File: config.mk
export PLATFORM = sky130hd
export DESIGN_NAME = sbss_seq
export DESIGN_NICKNAME = d
export VERILOG_FILES = /design/src/logic/sbss_pkg.sv /design/src/logic/sbss_ft_if.sv /design/src/logic/sbss_crc.sv /design/src/logic/sbss_fault_test.sv /design/src/logic/sbss_seq.sv
export SDC_FILE = /design/constraint.sdc
export NUM_CORES = 1
export LEC_CHECK = 0
export BUFFER_PORTS_ARGS = -buffer_cell sky130_fd_sc_hd__buf_2
export CAP_MARGIN = 30
export CORE_MARGIN = 2
export CORE_UTILIZATION = 60
export DETAILED_ROUTE_END_ITERATION = 6
export PLACE_DENSITY = 0.94
export SETUP_SLACK_MARGIN = 0.2
export SLEW_MARGIN = 30
export SYNTH_ARGS = -nofsm -noshare
export SYNTH_HDL_FRONTEND = slang
export SYNTH_HIERARCHICAL = 1
export SYNTH_SLANG_ARGS = --single-unit
File: constraint.sdc
create_clock -name sys_clk_i -period 3 [get_ports sys_clk_i]
set_input_delay 0.45 -clock sys_clk_i [delete_from_list [all_inputs] [get_ports sys_clk_i]]
set_output_delay 0.45 -clock sys_clk_i [all_outputs]
set_load 0.05 [all_outputs]
File: src/logic/sbss_pkg.sv
// Shared constants and types of the sensor bus slave sequencer
`default_nettype none
package sbss_pkg;
  // ----------------------------------------------------------------
  // Word layout
  // ----------------------------------------------------------------
  localparam int          WORD_W      = 20;
  localparam int          BODY_W      = 16;
  localparam int          CRC_W       = 4;
  localparam int          CRC_LSB     = 0;
  localparam int          CMD_LSB     = 4;
  localparam int          ADDR_LSB    = 8;
  localparam int          PA_LSB      = 12;
  localparam int          GRP_LSB     = 16;
  localparam int          CLOSE_BIT   = 18;
  localparam int          NV_BIT      = 19;
  localparam int          SHORT_LSB   = 8;
  localparam logic [3:0]  CRC_POLY    = 4'h3;
  // ----------------------------------------------------------------
  // Commands and addresses
  // ----------------------------------------------------------------
  localparam logic [3:0]  CMD_INIT     = 4'hE;
  localparam logic [3:0]  CMD_REV_INIT = 4'hF;
  localparam logic [3:0]  CMD_CLEAR    = 4'hC;
  localparam logic [3:0]  ADDR_GLOBAL  = 4'h0;
  localparam logic [3:0]  ADDR_RST     = 4'h0;
  // ----------------------------------------------------------------
  // Timing
  // ----------------------------------------------------------------
  localparam int          CLK_PERIOD_NS  = 50;
  localparam int          FAULT_TEST_US  = 200;
  localparam int          FAULT_TEST_CYC = (FAULT_TEST_US * 1000) / CLK_PERIOD_NS;
  // ----------------------------------------------------------------
  // Sequencer states
  // ----------------------------------------------------------------
  typedef enum logic [1:0] {
    SBSS_IDLE = 2'b01,
    SBSS_TEST = 2'b10
  } sbss_state_t;
endpackage
`default_nettype wire

File: src/logic/sbss_ft_if.sv
// Handshake between the sequencer and the bus fault tester
`default_nettype none
interface sbss_ft_if;
  logic start;
  logic side_up;
  logic done;
  logic fault;
  modport seq    (output start, output side_up, input done, input fault);
  modport tester (input start, input side_up, output done, output fault);
endinterface
`default_nettype wire

File: src/logic/sbss_crc.sv
// Four-bit checksum over a sixteen-bit word body
`default_nettype none
module sbss_crc #(
  parameter logic [3:0] POLY = sbss_pkg::CRC_POLY
) (
  input  wire logic [15:0] body_i,
  output logic      [3:0]  crc_o
);
  logic [3:0] stage [0:16];

  assign stage[0] = 4'h0;
  // ----------------------------------------------------------------
  // Serial division, msb first
  // ----------------------------------------------------------------
  for (genvar i = 0; i < 16; i++) begin : g_bit
    assign stage[i+1] = {stage[i][2:0], 1'b0} ^
                        ((stage[i][3] ^ body_i[15-i]) ? POLY : 4'h0);
  end
  assign crc_o = stage[16];
endmodule
`default_nettype wire

File: src/logic/sbss_fault_test.sv
// Bus fault test: pull-down on the inactive side and overvoltage watch
`default_nettype none
module sbss_fault_test #(
  parameter int TEST_CYC = sbss_pkg::FAULT_TEST_CYC
) (
  input  wire logic  sys_clk_i,
  input  wire logic  rst_b_i,
  input  wire logic  ce_i,
  sbss_ft_if.tester  ft,
  input  wire logic  downstream_over_3v_i,
  input  wire logic  upstream_over_3v_i,
  output logic       pulldown_downstream_o,
  output logic       pulldown_upstream_o
);
  localparam int CW = $clog2(TEST_CYC + 1);

  typedef struct packed {
    logic [1:0]    sync1;
    logic [1:0]    sync2;
    logic          busy;
    logic          side_up;
    logic [CW-1:0] cnt;
    logic          fault;
    logic          done;
    logic          pd_dn;
    logic          pd_up;
  } sbss_ft_state_t;

  sbss_ft_state_t q;
  sbss_ft_state_t d;

  always_comb begin
    d       = q;
    d.sync1 = {upstream_over_3v_i, downstream_over_3v_i};
    d.sync2 = q.sync1;
    d.done  = 1'b0;
    if (ft.start && !q.busy) begin
      d.busy    = 1'b1;
      d.side_up = ft.side_up;
      d.cnt     = CW'(TEST_CYC - 1);
      d.fault   = 1'b0;
      d.pd_dn   = !ft.side_up;
      d.pd_up   = ft.side_up;
    end else if (q.busy) begin
      // overvoltage on inactive side
      if (q.side_up ? q.sync2[1] : q.sync2[0]) begin
        d.fault = 1'b1;
      end
      // timed test window
      if (q.cnt == '0) begin
        d.busy  = 1'b0;
        d.done  = 1'b1;
        d.pd_dn = 1'b0;
        d.pd_up = 1'b0;
      end else begin
        d.cnt = q.cnt - CW'(1);
      end
    end
  end

  always_ff @(posedge sys_clk_i or negedge rst_b_i) begin
    if (!rst_b_i) begin
      q <= '0;
    end else if (ce_i) begin
      q <= d;
    end
  end

  assign ft.done               = q.done;
  assign ft.fault              = q.fault;
  // pull-down sink while testing
  assign pulldown_downstream_o = q.pd_dn;
  assign pulldown_upstream_o   = q.pd_up;
endmodule
`default_nettype wire

File: src/logic/sbss_seq.sv
// Slave sequencer: frame checking, init handling, delayed responses
// Rules of the document
// Response word is shifted out in the same frame as the next command.
// Answer to a command is returned during the following command frame.
// Master keeps at least the minimum gap between words.
// A corrupted received word suppresses the response in the next frame.
// Master sends an extra same-length command to fetch the pending answer.
// Master then resends the command after the last good one.
// Master waits for downstream device power-up before its init.
// Master init timing leaves room for the bus fault test.
// Fault flagged when the unconnected switch side exceeds about 3 V.
// Test runs once per init, only with close request set, 11 mA sink.
// Fault test window lasts about 200 microseconds.
// Switch closes after test only when no fault was seen.
// Test runs whether or not the address is programmed.
// Loop-back chain with both sides active skips the fault test.
// Init at global address sets address zero, switch stays open.
// Global init neither stores nor uses write permit or close request.
// After global init, commands to zero execute but give no response.
// After global init, re-initialization refused until a clear command.
// After reverse init, further inits ignored until clear or reset.
// Close request bit of init decides switch closure, 1 requests it.
// Word is bad when its four-bit checksum mismatches the computed one.
`default_nettype none
module sbss_seq #(
  parameter int TEST_CYC = sbss_pkg::FAULT_TEST_CYC
) (
  input  wire logic        sys_clk_i,
  input  wire logic        rst_b_i,
  input  wire logic        ce_i,
  input  wire logic [19:0] rx_word_i,
  input  wire logic        rx_long_i,
  input  wire logic        rx_done_i,
  input  wire logic        rx_err_i,
  input  wire logic        loopback_i,
  input  wire logic [11:0] resp_data_i,
  input  wire logic        downstream_over_3v_i,
  input  wire logic        upstream_over_3v_i,
  output logic      [19:0] tx_word_o,
  output logic             tx_en_o,
  output logic             tx_long_o,
  output logic             exec_valid_o,
  output logic      [3:0]  exec_cmd_o,
  output logic      [7:0]  exec_data_o,
  output logic      [3:0]  address_o,
  output logic             nvm_write_permit_o,
  output logic             switch_close_request_o,
  output logic             switch_closed_o,
  output logic             bus_fault_o,
  output logic             global_mode_o,
  output logic             reverse_init_o,
  output logic             fault_test_busy_o,
  output logic             pulldown_downstream_o,
  output logic             pulldown_upstream_o
);
  // ----------------------------------------------------------------
  // State
  // ----------------------------------------------------------------
  typedef struct packed {
    sbss_pkg::sbss_state_t st;
    logic [3:0]            addr;
    logic                  nv;
    logic                  close_req;
    logic                  sw_closed;
    logic                  bf;
    logic                  locked;
    logic                  rev_done;
    logic                  global_md;
    logic [15:0]           tx_body;
    logic                  tx_en;
    logic                  tx_long;
    logic                  exec_valid;
    logic [3:0]            exec_cmd;
    logic [7:0]            exec_data;
    logic                  ft_start;
    logic                  ft_up;
  } sbss_seq_state_t;

  sbss_seq_state_t q;
  sbss_seq_state_t d;

  sbss_ft_if ft ();

  logic [15:0] rx_body;
  logic [3:0]  rx_crc;
  logic [3:0]  tx_crc;
  logic [3:0]  f_cmd;
  logic [3:0]  f_addr;
  logic [3:0]  f_pa;
  logic [1:0]  f_grp;
  logic        f_nv;
  logic        f_close;
  logic        rx_good;

  // Short words carry no data byte; leading zeros leave the checksum as is
  assign rx_body = rx_long_i ? rx_word_i[sbss_pkg::WORD_W-1:sbss_pkg::CMD_LSB]
                             : {8'h00, rx_word_i[sbss_pkg::SHORT_LSB+3:sbss_pkg::CMD_LSB]};
  assign f_cmd   = rx_word_i[sbss_pkg::CMD_LSB +: 4];
  assign f_addr  = rx_word_i[sbss_pkg::ADDR_LSB +: 4];
  assign f_pa    = rx_word_i[sbss_pkg::PA_LSB +: 4];
  assign f_grp   = rx_word_i[sbss_pkg::GRP_LSB +: 2];
  assign f_nv    = rx_word_i[sbss_pkg::NV_BIT];
  assign f_close = rx_word_i[sbss_pkg::CLOSE_BIT];

  sbss_crc u_rx_crc (
    .body_i (rx_body),
    .crc_o  (rx_crc)
  );

  sbss_crc u_tx_crc (
    .body_i (q.tx_body),
    .crc_o  (tx_crc)
  );

  sbss_fault_test #(
    .TEST_CYC (TEST_CYC)
  ) u_fault_test (
    .sys_clk_i             (sys_clk_i),
    .rst_b_i               (rst_b_i),
    .ce_i                  (ce_i),
    .ft                    (ft.tester),
    .downstream_over_3v_i  (downstream_over_3v_i),
    .upstream_over_3v_i    (upstream_over_3v_i),
    .pulldown_downstream_o (pulldown_downstream_o),
    .pulldown_upstream_o   (pulldown_upstream_o)
  );

  // checksum compare
  assign rx_good = !rx_err_i && (rx_crc == rx_word_i[sbss_pkg::CRC_LSB +: 4]);

  // ----------------------------------------------------------------
  // Next state
  // ----------------------------------------------------------------
  always_comb begin
    logic is_init;
    logic is_rev;
    logic init_ok;
    is_init      = 1'b0;
    is_rev       = 1'b0;
    init_ok      = 1'b0;
    d            = q;
    d.exec_valid = 1'b0;
    d.ft_start   = 1'b0;

    // switch decision at end of test
    if (q.st == sbss_pkg::SBSS_TEST && ft.done) begin
      d.sw_closed = !ft.fault;
      d.bf        = ft.fault;
      d.st        = sbss_pkg::SBSS_IDLE;
    end

    if (rx_done_i) begin
      // response prepared now, sent in the following frame
      // nothing is sent after a corrupted word
      d.tx_en   = 1'b0;
      d.tx_long = rx_long_i;
      if (rx_good) begin
        is_rev  = (f_cmd == sbss_pkg::CMD_REV_INIT);
        is_init = is_rev || (f_cmd == sbss_pkg::CMD_INIT);
        // locked after global init
        // locked after reverse init
        init_ok = is_init && rx_long_i && !q.locked &&
                  (f_addr == sbss_pkg::ADDR_GLOBAL || f_addr == f_pa);
        if (init_ok) begin
          d.locked = 1'b1;
          if (f_pa == sbss_pkg::ADDR_GLOBAL) begin
            // address zero, switch left open
            // permit and close request not stored
            d.addr      = sbss_pkg::ADDR_GLOBAL;
            d.global_md = 1'b1;
            d.sw_closed = 1'b0;
          end else begin
            d.addr      = f_pa;
            d.nv        = f_nv;
            d.close_req = f_close;
            d.rev_done  = is_rev;
            // close request steers the switch
            if (f_close) begin
              if (loopback_i) begin
                // loop-back, no test
                d.sw_closed = 1'b1;
              end else if (q.st == sbss_pkg::SBSS_IDLE) begin
                // one test per init
                // programmed or not
                d.st       = sbss_pkg::SBSS_TEST;
                d.ft_start = 1'b1;
                d.ft_up    = is_rev;
                d.bf       = 1'b0;
              end
            end
          end
          d.tx_body = {f_pa, 3'b000, q.bf, f_nv, f_close, f_grp, f_pa};
          d.tx_en   = (f_addr != sbss_pkg::ADDR_GLOBAL) && (f_pa != sbss_pkg::ADDR_GLOBAL);
        end else if (!is_init && f_addr == q.addr) begin
          // executed even at address zero, silent there
          d.exec_valid = 1'b1;
          d.exec_cmd   = f_cmd;
          d.exec_data  = rx_word_i[sbss_pkg::PA_LSB +: 8];
          d.tx_en      = (f_addr != sbss_pkg::ADDR_GLOBAL);
          d.tx_body    = rx_long_i ? {q.addr, resp_data_i}
                                   : {8'h00, resp_data_i[7:0]};
          if (f_cmd == sbss_pkg::CMD_CLEAR) begin
            d.addr      = sbss_pkg::ADDR_RST;
            d.nv        = 1'b0;
            d.close_req = 1'b0;
            d.sw_closed = 1'b0;
            d.bf        = 1'b0;
            d.locked    = 1'b0;
            d.rev_done  = 1'b0;
            d.global_md = 1'b0;
          end
        end
      end
    end
  end

  always_ff @(posedge sys_clk_i or negedge rst_b_i) begin
    if (!rst_b_i) begin
      q      <= '0;
      q.st   <= sbss_pkg::SBSS_IDLE;
      q.addr <= sbss_pkg::ADDR_RST;
    end else if (ce_i) begin
      q <= d;
    end
  end

  // ----------------------------------------------------------------
  // Outputs
  // ----------------------------------------------------------------
  assign ft.start   = q.ft_start;
  assign ft.side_up = q.ft_up;

  // response word held for the next full-duplex frame
  assign tx_word_o              = {q.tx_body, tx_crc};
  assign tx_en_o                = q.tx_en;
  assign tx_long_o              = q.tx_long;
  assign exec_valid_o           = q.exec_valid;
  assign exec_cmd_o             = q.exec_cmd;
  assign exec_data_o            = q.exec_data;
  assign address_o              = q.addr;
  assign nvm_write_permit_o     = q.nv;
  assign switch_close_request_o = q.close_req;
  assign switch_closed_o        = q.sw_closed;
  assign bus_fault_o            = q.bf;
  assign global_mode_o          = q.global_md;
  assign reverse_init_o         = q.rev_done;
  assign fault_test_busy_o      = (q.st == sbss_pkg::SBSS_TEST);
endmodule
`default_nettype wire

==> impl_metrics.csv <==
group,metric,value,unit
place,place_area,4760,um^2
die,fp.dieW,88.2,um
place,place_inst,547,
setup_path,end_kind,"flip-flop",
logic_synthesis,synth_top_area_frac,0.394,
setup_path,r2r_setup_slack,0.66,ns
place,dp_hpwl,7920,um
setup_path,r2r-start,"address_o[2]",
power,power_density,481,nW/um^2
die,rows,30,
run,drv_cap,0,
logic_synthesis,yosys.area.top_type,"dfrtp_1",
setup_path,crit_required,3.22,ns
setup_path,cp-startpoint,"rx_word_i[12]",
logic_synthesis,yosysWarnings,6,
layout,antenna_cells,0,
die,die_area,7790,um^2
global_routing,gr-total-overflow,0,
setup_path,path_depth,12,
setup_path,crit_chain,"buf_6, and2_4, xor2_4, xnor2_2, xnor3_2, xnor2_2, xor2_1, nor3b_2, nand3_2, buf_6, nor3_4, mux2_4",
clock_network,insertion_delay,0.35,ns
die,start_util,0.623,
die,die_h,88.2,um
layout,layout_common_cells,"86 x buf_2, 67 x dfrtp_1, 31 x buf_4",
global_routing,grt_max_degree,43,
layout,final_area,5220,um^2
setup_path,rr_endpoint,"exec_data_o[4]",
clock_network,cts-root-buf,"clkbuf_8",
global_routing,grt_pass1_vias,3468,
setup_path,crit_slowest_cell,"xnor3_2",
layout,register_area,1700,um^2
logic_synthesis,syn-mean-instance-area,11.0,um^2
logic_synthesis,synthCells,388,
routing,ant_nets,0,
layout,final_common_cell,"buf_2",
sta,hold_violations,0,
layout,final_layout_size_suffix_gt1_frac,0.449,
power,ir_drop,0.000306,V
die,coreArea,6830,um^2
layout,fillers,447,
global_routing,grt.total_usage,0.295,
clock_network,cts.htree.levels,3,
routing,highest_layer,"met4",
power,total_power,2.51,mW
routing,met2_length,6110,um
setup_path,worstSetupPathType,"primary input to flip-flop",
layout,fin_nets,517,
logic_synthesis,synthesis.area,4260,um^2
routing,viasPerCell,6.10,
routing,dr.pass1.iters,5,
setup_path,ff2ff_path_depth,5,
layout,final_util,0.764,
setup_path,cp.arrival,3.14,ns
logic_synthesis,yosysSeqAreaShare,0.400,
routing,drt_wl_total,12200,um
setup_path,start_kind,"primary input",
global_routing,antenna_found_initial,0,
run_status,status,"completed",
sta,timing.fmax,0.343,GHz
routing,drt_iter0_markers,337,
setup_path,max_stage_delay,0.43,ns
sta,min_period_over_period,0.971,
place,place_congestion,0.998,
logic_synthesis,postSynth.asyncResetShare,1.00,
logic_synthesis,synth_area_leaders,"dfrtp_1 39%, xnor2_1 7.6%, mux2_2 6.3%",
place,io_buffers,88,
routing,drc,0,
clock_network,clockBufferDepth,2,
clock_network,cts.sinks,68,
clock_network,cts_tree,"built",
sta,fin_crit,2.91,ns
logic_synthesis,yosys_register_bits,68,
routing,num_vias,3506,
sta,setup_violations,0,
layout,multiInputGateArea,2390,um^2
setup_path,cp-endpoint,"ft.side_up",
layout,final_cell_count_no_fill,575,
sta,max-slew-margin-rel,0.560,
clock_network,cts_hold_buffers,0,
sta,tightest_slew,0.660,ns
logic_synthesis,ys.flop_type,"dfrtp_1",
sta,rsz0062_at_grt,"yes",
routing,wl_met3,939,um
setup_path,crit_family,"XOR/XNOR gates",
clock_network,cts.clk_slew.worst_paths,0.08,ns
setup_path,cp.buffers_inverters,2,
setup_path,critical_path.max_fanout,6,
logic_synthesis,synth_edf_count,0,
clock_network,numCtsBuffers,9,
routing,m1WireLength,4710,um
global_routing,grt_pass1_wl,17300,um
sta,slew_violations,0,
worst_hold_path,hp-class,"primary input to async pin",
logic_synthesis,synth_cell_types,63,
logic_synthesis,synth_fp_nets,431,
die,io_pins,89,
sta,finClkSkew,0.0128,ns
power,p_leak,2.58,nW
layout,syn_to_final_growth,22.6,%
routing,wl_per_cell,21.2,um
-- how the worst min path moves through the flow --
| stage | startpoint | end | slack (ns) | depth (start not counted) |
|---|---|---|---|---|
| after global placement | q[35] | q[35] | 0.46 | 1 |
| after global routing | rst_b_i | tx_word_o[8] | 0.15 | 1 |
| after CTS | rst_b_i | tx_word_o[4] | 0.13 | 1 |
| after floorplan | rst_b_i | address_o[0] | 0.15 | 0 |
| after detailed placement | q[35] | q[35] | 0.48 | 1 |
| final | rst_b_i | tx_word_o[4] | 0.12 | 1 |
-- state kept, by name (all words and copies together) (netlist names), 2 cells and up --
name / flops
exec_cmd_o: 4
u_fault_test/q: 16
tx_word_o: 16
u_fault_test/d: 2
address_o: 4
q: 3
exec_data_o: 8
-- per-layer routing --
metal,GRT usage,up-vias
met1,0.361,1709
met2,0.492,226
li1,-,1519
met3,0.0700,52
met4,0.145,0
met5,0,-
-- per-stage QoR --
stage / setup slack (ns) / TNS, ns / hold WS, ns
2_1_floorplan: -0.147 / -1.50 / 0.154
3_3_place_gp: -0.111 / -1.37 / 0.463
3_5_place_dp: -0.279 / -4.57 / 0.476
4_1_cts: 0.153 / 0 / 0.128
5_1_grt: 0.0448 / 0 / 0.149
6_report: 0.0864 / 0 / 0.117
-- worst register-to-register path, stage by stage (launching register included) --
cell     delay [ns]
dfrtp_1        0.46
xor2_1         0.17
nor4_1         0.57
and2_1         0.37
and2b_2        0.31
mux2_2         0.37
-- cell type report --
type                    instances  share of cell area
multi-input cells             261               0.458
flip-flops and latches         68               0.326
repair buffers                123               0.146
inverters                      11             0.00791
clock inverters                 4             0.00911
well taps                      96              0.0230
clock buffers                  12              0.0297
-- cells by family after synthesis --
| group | count (synthesis) | share of synthesized area |
|---|---|---|
| xor+xnor | 63 | 0.155 |
| fa+ha+maj | 2 | 0.00588 |
| flops | 68 | 0.400 |
| mux | 30 | 0.0802 |
| buf+inv | 60 | 0.0932 |
| compound gates | 75 | 0.142 |
| simple gates | 90 | 0.124 |
-- Yosys cell counts (all sizes together), types with 5 or more instances --
cell,number
nor2,11
and3,5
xor2,18
a22o,7
o2bb2ai,10
mux2,27
a32o,7
nor3,11
nand2,14
buf,43
a21o,6
clkbuf,6
a22oi,8
dfrtp,67
xnor2,41
inv,11
nand3,11
and2,12
o21ai,11
a21oi,10
-- timing repair --
item | CTS | global route
gates cloned | 1 | 1
pin swaps | 0 | 11
buffers inserted | 1 | 9
endpoints found under the setup margin | 13 | 37
resized for setup | 3 | 27
-- where the power goes --
| group | switching, mW | total [mW] | internal (mW) |
|---|---|---|---|
| sequential | 0.0278 | 0.976 | 0.948 |
| combinational | 0.452 | 0.754 | 0.302 |
| clock | 0.352 | 0.779 | 0.427 |
| total | 0.832 | 2.51 | 1.68 |
Note: power is estimated with default switching activity, not from simulation.
